==> src/design/idle_timeout_pkg.sv <==
/*
 * idle_timeout_pkg: constants and state type shared by the idle-line
 * motor timeout block and its coincidence counter.
 * Assumes a single 250 MHz clock and synchronous active-high reset.
 */
package idle_timeout_pkg;
    localparam int   SHORT_WHEEL_STATES = 27;
    localparam int   LONG_WHEEL_STATES  = 27 + 1;
    localparam int   WHEEL_W            = 5;
    localparam logic [WHEEL_W-1:0] WHEEL_MARK = 5'h00;
    localparam logic [WHEEL_W-1:0] WHEEL_ZERO = 5'h00;
    localparam int   CYCLE_TICKS        = 756;
    // open line is declared after this many nanoseconds of steady spacing
    localparam int   OPEN_LINE_NS       = 1000;
    localparam int   CLK_PERIOD_NS      = 4;
    localparam int   OPEN_LINE_CYCLES   = OPEN_LINE_NS / CLK_PERIOD_NS;
    localparam int   OPEN_W             = 9;
    localparam logic [OPEN_W-1:0] OPEN_ZERO = 9'h000;
    localparam logic [OPEN_W-1:0] OPEN_ONE  = 9'h001;
    typedef enum logic [1:0] {LATCHED, ARMED, STOPPED} timer_state_e;
endpackage

==> src/design/wheel_if.sv <==
/*
 * wheel_if: carries the disable-gated step into each modulo counter and
 * its at-mark flag back out.
 * Assumes both ends share the block clock.
 */
`timescale 1ns/1ps
`default_nettype none
interface wheel_if;
    logic step;
    logic at_mark;
    modport ctr (input step, output at_mark);
    modport top (output step, input at_mark);
endinterface
`default_nettype wire

==> src/design/idle_line_motor_timeout.sv <==
/*
 * idle_line_motor_timeout: measures idle signal-line time and pulses a
 * motor stop once two mark coincidences pass with no received character.
 * Assumes shaft_tick is a one-clock pulse per intermediate-shaft turn and
 * line_mark is high for marking current, all synchronous to clk.
 */
`timescale 1ns/1ps
`default_nettype none
module idle_line_motor_timeout
    import idle_timeout_pkg::*;
(
    input  wire logic clk,
    input  wire logic reset,
    input  wire logic shaft_tick,
    input  wire logic line_mark,
    input  wire logic timer_disable,
    output var  logic motor_stop,
    output var  logic motor_restart,
    output var  logic timer_armed
);
    import idle_timeout_pkg::*;

    // ************************************************************
    // counters
    // ************************************************************
    wheel_if short_w ();
    wheel_if long_w ();
    wire step = shaft_tick && !timer_disable;

    // both counters see the same step, so they can never slip apart
    assign short_w.step = step;
    assign long_w.step  = step;

    mod_wheel #(.STATES(SHORT_WHEEL_STATES)) u_short (.clk(clk), .reset(reset), .w(short_w));
    mod_wheel #(.STATES(LONG_WHEEL_STATES))  u_long  (.clk(clk), .reset(reset), .w(long_w));

    // coincidence is qualified by the tick so it lasts one tick only
    wire coincide = step && short_w.at_mark && long_w.at_mark;

    // ************************************************************
    // line activity
    // ************************************************************
    logic              line_prev_reg;
    logic [OPEN_W-1:0] space_cnt_reg;
    logic [OPEN_W-1:0] space_cnt_next;
    wire               start_edge = line_prev_reg && !line_mark;
    wire               line_open  = (space_cnt_reg == OPEN_W'(OPEN_LINE_CYCLES));

    // spacing counter saturates; any mark clears it
    assign space_cnt_next = line_mark ? OPEN_ZERO :
                            (line_open ? space_cnt_reg : space_cnt_reg + OPEN_ONE);

    // previous level starts at mark, so leaving reset makes no false start edge
    always_ff @(posedge clk) begin
        if (reset) begin
            line_prev_reg <= 1'b1;
            space_cnt_reg <= OPEN_ZERO;
        end else begin
            line_prev_reg <= line_mark;
            space_cnt_reg <= space_cnt_next;
        end
    end

    // ************************************************************
    // timer state
    // ************************************************************
    // latched goes armed on a coincidence; armed goes stopped on the next one
    // unless a character arrives first; stopped goes back to latched once the
    // line has stood open long enough to count as a break
    timer_state_e state_reg;
    timer_state_e state_next;
    wire          fire = (state_reg == ARMED) && coincide && !start_edge;
    wire          wake = (state_reg == STOPPED) && line_open;

    // a line event in the coincidence cycle wins: measurement restarts
    always_comb begin
        state_next = state_reg;
        unique case (state_reg)
            LATCHED: begin
                if (coincide) begin
                    state_next = ARMED;
                end
            end
            ARMED: begin
                if (start_edge) begin
                    state_next = LATCHED;
                end else if (coincide) begin
                    state_next = STOPPED;
                end
            end
            STOPPED: begin
                if (wake) begin
                    state_next = LATCHED;
                end
            end
            default: state_next = LATCHED;
        endcase
    end

    // outputs are registered so the motor side never sees a glitch
    always_ff @(posedge clk) begin
        if (reset) begin
            state_reg     <= LATCHED;
            motor_stop    <= 1'b0;
            motor_restart <= 1'b0;
            timer_armed   <= 1'b0;
        end else begin
            state_reg     <= state_next;
            motor_stop    <= fire;
            motor_restart <= wake;
            timer_armed   <= (state_next == ARMED);
        end
    end

    // ************************************************************
    // check helpers
    // ************************************************************
    // widths leave room for two coincidence periods and a long stop
    localparam int                 SINCE_W    = 11;
    localparam int                 GAP_W      = 10;
    localparam logic [SINCE_W-1:0] SINCE_ZERO = 11'h000;
    localparam logic [SINCE_W-1:0] SINCE_ONE  = 11'h001;
    localparam logic [SINCE_W-1:0] SINCE_TOP  = 11'h7FF;
    localparam logic [SINCE_W-1:0] SINCE_LO   = SINCE_W'(CYCLE_TICKS - 1);
    localparam logic [SINCE_W-1:0] SINCE_HI   = SINCE_W'(2 * CYCLE_TICKS - 1);
    localparam logic [GAP_W-1:0]   GAP_ZERO   = 10'h000;
    localparam logic [GAP_W-1:0]   GAP_ONE    = 10'h001;
    localparam logic [GAP_W-1:0]   GAP_FULL   = GAP_W'(CYCLE_TICKS - 1);

    logic [SINCE_W-1:0] since_reg;
    logic [SINCE_W-1:0] since_next;
    logic [GAP_W-1:0]   gap_reg;
    logic [GAP_W-1:0]   gap_next;
    logic               coin_seen_reg;
    wire                meas_restart = start_edge || wake;
    wire                since_full   = (since_reg == SINCE_TOP);

    // steps since the interval reopened; saturating, so a long stop is harmless
    assign since_next = meas_restart ? SINCE_ZERO :
                        ((step && !since_full) ? since_reg + SINCE_ONE : since_reg);
    // steps since the last coincidence, for the period checks
    assign gap_next   = coincide ? GAP_ZERO : (step ? gap_reg + GAP_ONE : gap_reg);

    // check-only state: nothing here reaches a pin, so synthesis prunes it
    always_ff @(posedge clk) begin
        if (reset) begin
            since_reg     <= SINCE_ZERO;
            gap_reg       <= GAP_ZERO;
            coin_seen_reg <= 1'b0;
        end else begin
            since_reg     <= since_next;
            gap_reg       <= gap_next;
            coin_seen_reg <= coin_seen_reg || coincide;
        end
    end
endmodule // idle_line_motor_timeout
`default_nettype wire

==> src/design/mod_wheel.sv <==
/*
 * mod_wheel: free-running modulo counter with one marked position.
 * Assumes step is a single-cycle pulse per shaft revolution.
 */
`timescale 1ns/1ps
`default_nettype none
module mod_wheel
    import idle_timeout_pkg::*;
#(
    parameter int STATES = SHORT_WHEEL_STATES
) (
    input  wire logic clk,
    input  wire logic reset,
    wheel_if.ctr      w
);
    logic [WHEEL_W-1:0] pos_reg;
    logic [WHEEL_W-1:0] pos_next;
    wire                wrap = (pos_reg == WHEEL_W'(STATES - 1));

    // one step per tick, wrapping at the modulus
    assign pos_next  = w.step ? (wrap ? WHEEL_ZERO : pos_reg + 5'h01) : pos_reg;
    assign w.at_mark = (pos_reg == WHEEL_MARK);

    // reset parks every counter on the mark, so the first step coincides
    always_ff @(posedge clk) begin
        if (reset) begin
            pos_reg <= WHEEL_ZERO;
        end else begin
            pos_reg <= pos_next;
        end
    end
endmodule // mod_wheel
`default_nettype wire

==> config.mk <==
export PLATFORM = sky130hd
export DESIGN_NAME = idle_line_motor_timeout
export DESIGN_NICKNAME = d
export VERILOG_FILES = /design/src/design/idle_timeout_pkg.sv /design/src/design/wheel_if.sv /design/src/design/idle_line_motor_timeout.sv /design/src/design/mod_wheel.sv
export SDC_FILE = /design/constraint.sdc
export NUM_CORES = 1
export LEC_CHECK = 0
export BUFFER_PORTS_ARGS = -buffer_cell sky130_fd_sc_hd__buf_2
export CAP_MARGIN = 40
export CORE_MARGIN = 2
export CORE_UTILIZATION = 57
export CTS_CLUSTER_SIZE = 12
export DETAILED_ROUTE_END_ITERATION = 8
export PLACE_DENSITY = 0.76
export SLEW_MARGIN = 10
export SYNTH_ARGS = -nofsm -noshare
export SYNTH_HDL_FRONTEND = slang
export SYNTH_HIERARCHICAL = 1
export SYNTH_SLANG_ARGS = --single-unit
export TNS_END_PERCENT = 5
==> constraint.sdc <==
create_clock -name clk -period 2.6 [get_ports clk]
set_clock_uncertainty 0.05 [all_clocks]
set_input_delay 0.52 -clock clk [delete_from_list [all_inputs] [get_ports clk]]
set_output_delay 0.52 -clock clk [all_outputs]
set_load 0.02 [all_outputs]
# [Word-level counts from Yosys, hierarchy flattened]
# Index checks and enable logic that the tools add are counted.
[word_totals] regBits=25 in_bits=5 output_inout_bits=3
[classes] n_addsub=3 eq_ne=6 n_mux=7 n_reduce_logical=14
[ops] op="$add 5x1->5 const B" n=2
[ops] op="$eq 5x5->1 const B" n=2
[ops] op="$logic_not 5->1" n=2
[ops] op="$mux 5" n=2
[ops] op="$add 9x1->9 const B" n=1
[ops] op="$eq 9x8->1 const B" n=1
[ops] op="$mux 2" n=4
[ops] op="$logic_and 1x1->1" n=7
[ops] op="$pmux 2 s3" n=1
[ops] op="$eq 2x1->1 const B" n=2
[ops] op="$logic_not 1->1" n=3
[ops] op="$eq 2x2->1 const B" n=1
[ops] op="$logic_not 2->1" n=1
[ops] op="$reduce_or 2->1" n=1

# [Longest topological paths before layout]
[depth] ltp_word=8 mapped_depth=6 depth_no_buf=6

# [Modules after synthesis]
# Netlist, hierarchy kept.
[by_module_without_submodules] mod="idle_line_motor_timeout" instances=1 cells_per_inst=67 area_each_um2=643.1
[by_module_without_submodules] mod="mod_wheel at u_long" instances=1 cells_per_inst=26 area_each_um2=255.2
[by_module_without_submodules] mod="mod_wheel at u_short" instances=1 cells_per_inst=26 area_each_um2=250.2

# [Worst setup path after synthesis]
# OpenSTA, ideal clock, no wires.
[synth_path] path_kind="register to register" startpoint="register u_short.pos_reg[0]" endpoint="register state_reg[1]" setup_ns=0.075 t_arrival_ns=1.691 slack_ns=0.784 stages_incl_launch_ff=7 n_path_buf=0 synth_period_minus_slack_ns=1.816 path_cell_list="dfxtp_1 -> inv_1 -> ha_1 -> nor4b_1 -> nand4b_4 -> or4b_4 -> o22ai_1"
[synth_via] elab_chain_cells=6 word_cells_on_any_way=7 cone_classes="4 x mux; 3 x reduce/logical"
[synth_rtl] item="from (decl)" line="mod_wheel.sv:16" text="logic [WHEEL_W-1:0] pos_reg;"
[synth_rtl] item="from (signal assigned)" line="mod_wheel.sv:29" text="pos_reg <= pos_next;"
[synth_rtl] item="$logic_not 5->1 (*)" line="mod_wheel.sv:22" text="assign w.at_mark = (pos_reg == WHEEL_MARK);"
[synth_rtl] item="net short_w.at_mark" line="wheel_if.sv:10" text="logic at_mark;"
[synth_rtl] item="$logic_and 1x1->1 (*) (2 in series)" line="idle_line_motor_timeout.sv:38" text="wire coincide = step && short_w.at_mark && long_w.at_mark;"
[synth_rtl] item="$mux 2" line="idle_line_motor_timeout.sv:87" text="end else if (coincide) begin"
[synth_rtl] item="$mux 2" line="idle_line_motor_timeout.sv:85" text="if (start_edge) begin"
[synth_rtl] item="$pmux 2 s3 (*)" line="idle_line_motor_timeout.sv:78" text="unique case (state_reg)"
[synth_rtl] item="to (signal assigned)" line="idle_line_motor_timeout.sv:108" text="state_reg <= state_next;"
[synth_rtl] item="to (decl)" line="idle_line_motor_timeout.sv:70" text="timer_state_e state_reg;"
# Mark *: on every way through the listed nets, which the timed path passes. The rest lies on a longest branch.
# A chain may end at the register's enable or synchronous reset.

# [Worst setup path after layout]
[layout_path] startpoint="register u_long.pos_reg[0]" endpoint="register state_reg[1]"
[layout_via] elab_chain_cells=5 word_cells_on_any_way=6 cone_classes="4 x mux; 2 x reduce/logical"
[layout_rtl] item="from (decl)" line="mod_wheel.sv:16"
[layout_rtl] item="from (signal assigned)" line="mod_wheel.sv:29"
[layout_rtl] item="$logic_not 5->1 (*)" line="mod_wheel.sv:22"
[layout_rtl] item="net long_w.at_mark" line="wheel_if.sv:10"
[layout_rtl] item="$logic_and 1x1->1 (*)" line="idle_line_motor_timeout.sv:38"
[layout_rtl] item="$mux 2" line="idle_line_motor_timeout.sv:87"
[layout_rtl] item="$mux 2" line="idle_line_motor_timeout.sv:85"
[layout_rtl] item="$pmux 2 s3 (*)" line="idle_line_motor_timeout.sv:78"
# Marked as above.

==> impl_metrics.py <==
metrics = {
    "logic_synthesis": {
        "yosysWarnings": 6,
        "postSynthAreaPerCell_um2": 9.65,
        "synthesis.area_mm2": 0.00115,
        "yosysSeqAreaShare": 0.436,
        "ys_seq_elements": 25,
        "ys_types": 30,
        "synthesis.nets": 131,
        "syn-instance-count": 119,
    },
    "final_layout": {
        "antenna-diode-count": 0,
        "layout_commonest_cell": "dfxtp_1",
        "nFillCells": 173,
        "fin_nets": 144,
        "largest_reg_flops": 9,
        "final_cell_mix": "dfxtp_1, nor2_1, inv_1",
        "syn_to_final_growth_pct": 8.93,
        "drive_gt1_frac": 0.137,
        "layout.cells.non_filler": 158,
    },
    "timing": {
        "fmaxAchievable_ghz": 0.515,
        "finalSetupViolCount": 0,
        "slew_headroom": 0.631,
        "tns_ns": 0,
        "slew_viol_final": 0,
        "min_period_over_period": 0.747,
        "fin_ws_ns": 0.657,
        "rsz0062_at_grt": "no",
        "finalCriticalPeriod_ns": 1.94,
        "hold_viol": 0,
        "worst_slew_pin_slew_ns": 0.553,
    },
    "placement": {
        "dp.cells": 154,
        "dp_hpwl_um": 1440,
        "numPortBuffers": 7,
        "dpl_worst_slack_ns": 0.655,
        "gp_congestion": 0.762,
    },
    "pwr": {
        "p_leak_nw": 0.466,
        "p_per_area_mw_per_mm2": 496,
        "ir_drop_mv": 0.348,
    },
    "route": {
        "drtAntennaViolNets": 0,
        "wire_per_inst_um": 12.1,
        "viasPerCell": 5.45,
        "num_vias": 861,
        "firstDrtPassIters": 2,
        "totalWireLength_um": 1910,
        "drcViolationCount": 0,
        "drtIter0Drc": 13,
    },
    "floorplan": {
        "die-area_mm2": 0.00239,
        "pin_count": 8,
        "coreArea_mm2": 0.00192,
        "die_w_um": 48.9,
        "start_util": 0.598,
        "die_y_um": 48.9,
        "fp-row-count": 16,
    },
    "critical_path": {
        "critPathKind": "flip-flop to flip-flop",
        "cp-start-kind": "flip-flop",
        "worst_setup_path_end_kind": "flip-flop",
        "max_stage_delay_ns": 0.51,
        "critPathSlowestCell": "or4b_4",
        "cp_max_fo": 4,
        "crit_arrival_ns": 2.15,
        "crit_chain": "inv_1 > ha_1 > nor4b_1 > nand4b_4 > or4b_4 > o22ai_1",
        "worstPathRequired_ns": 2.81,
    },
    "clock_tree": {
        "clockRootBuffer": "clkbuf_4",
        "worstSkewPairLatency_ns": 0.32,
        "post_cts_resized": 0,
        "clk_pin_slew_ns": 0.13,
        "clk_path_buf_depth": 2,
        "numCtsBuffers": 3,
        "cts_tree": "done",
        "holdBufCountCts": 0,
        "cts_sinks": 25,
        "htreeDepth": 1,
        "post_cts_buffers": 0,
    },
    "global_routing": {
        "grt_max_degree": 14,
        "track_usage": 0.185,
        "grt_antenna_before_repair": 0,
        "grt_pass1_vias": 829,
        "grt_pass1_wl_um": 3480,
        "grt-ovfl-total": 0,
    },
    "status": {
        "status": "completed",
    },
    "hold_path": {
        "hold_class": "input port to flip-flop",
    },
    "job": {
        "max-cap-violations": 0,
    },
}
-- cells by family after synthesis --
group	Yosys count	share of synthesized area
xor+xnor	9	0.0686
compound gates	17	0.100
simple gates	49	0.264
buf+inv	9	0.0294
mux	3	0.0261
flops	25	0.436
fa+ha+maj	7	0.0762
-- area by class of cell --
cell class	instances	area (um2)	share of cell area
tap	27	33.8	0.0270
clock buffer	4	26.3	0.0210
timing repair buffer	8	42.5	0.0340
inverter	9	33.8	0.0270
multi-input combinational	85	614	0.491
sequential	25	500	0.400
-- critical path: cells and delay by family (launching register included) --
family | cells | cell delay [ns]
flip-flops | 1 | 0.37
buffers and inverters | 1 | 0.07
AO/OA/AOI/OAI | 1 | 0.15
AND/OR/NAND/NOR | 3 | 1.10
adder cells (fa/ha/maj) | 1 | 0.14
-- layer usage --
| metal | vias to the layer above | routed length [um] | share of wire | GRT usage |
|---|---|---|---|---|
| met4 | 0 | 45 | 0.024 | 0.0857 |
| li1 | 443 | - | - | - |
| met5 | - | 0 | 0 | 0 |
| met1 | 408 | 878 | 0.46 | 0.216 |
| met2 | 5 | 961 | 0.50 | 0.331 |
| met3 | 5 | 27 | 0.014 | 0.0276 |
-- final timing paths --
path,startpoint,endpoint,slack [ns],cells after the start
max,u_long/pos_reg[0],state_reg[1],0.66,6
min,reset,timer_armed,0.44,2
max reg2reg,u_long/pos_reg[0],state_reg[1],0.66,6
min reg2reg,space_cnt_reg[8],space_cnt_reg[8],0.46,2
-- report_power, final --
part | switching, W | internal [W] | total [W]
logic | 0.0000276 | 0.0000247 | 0.0000523
clock network | 0.000108 | 0.0000600 | 0.000168
registers | 0.00000824 | 0.000392 | 0.000400
-- stage by stage --
step,hold WS (ns),instance area [um2],utilization,power [W]
global placement,0.420,1220,0.637,0.000459
floorplan,0.404,1150,-,0.000445
global route,0.454,1250,0.651,0.000650
finish,0.439,1250,0.651,0.000620
detailed placement,0.447,1220,0.637,0.000462
CTS,0.432,1250,0.651,0.000629
-- Yosys cell counts --
cell type / number / area [um2]
a211oi_1: 2 / 15.0
a21oi_1: 4 / 20.0
a31o_4: 1 / 17.5
a41o_1: 1 / 10.0
and3_4: 1 / 11.3
dfxtp_1: 25 / 500
ha_1: 7 / 87.6
inv_1: 8 / 30.0
inv_2: 1 / 3.75
mux2i_1: 3 / 30.0
nand2_1: 4 / 15.0
nand3_1: 3 / 15.0
nand4_1: 4 / 25.0
nand4_2: 1 / 12.5
nand4b_4: 1 / 23.8
nand4bb_1: 2 / 22.5
nor2_1: 16 / 60.1
nor2b_1: 4 / 25.0
nor3_1: 3 / 15.0
nor3b_1: 2 / 15.0
nor4b_1: 2 / 17.5
o2111ai_1: 1 / 8.76
o21ai_0: 6 / 30.0
o22ai_1: 1 / 6.26
o31ai_1: 1 / 7.51
or2_2: 1 / 6.26
or3_1: 4 / 25.0
or4b_4: 1 / 13.8
xnor2_1: 4 / 35.0
xor2_1: 5 / 43.8
Power figures use the tool's default switching activity.
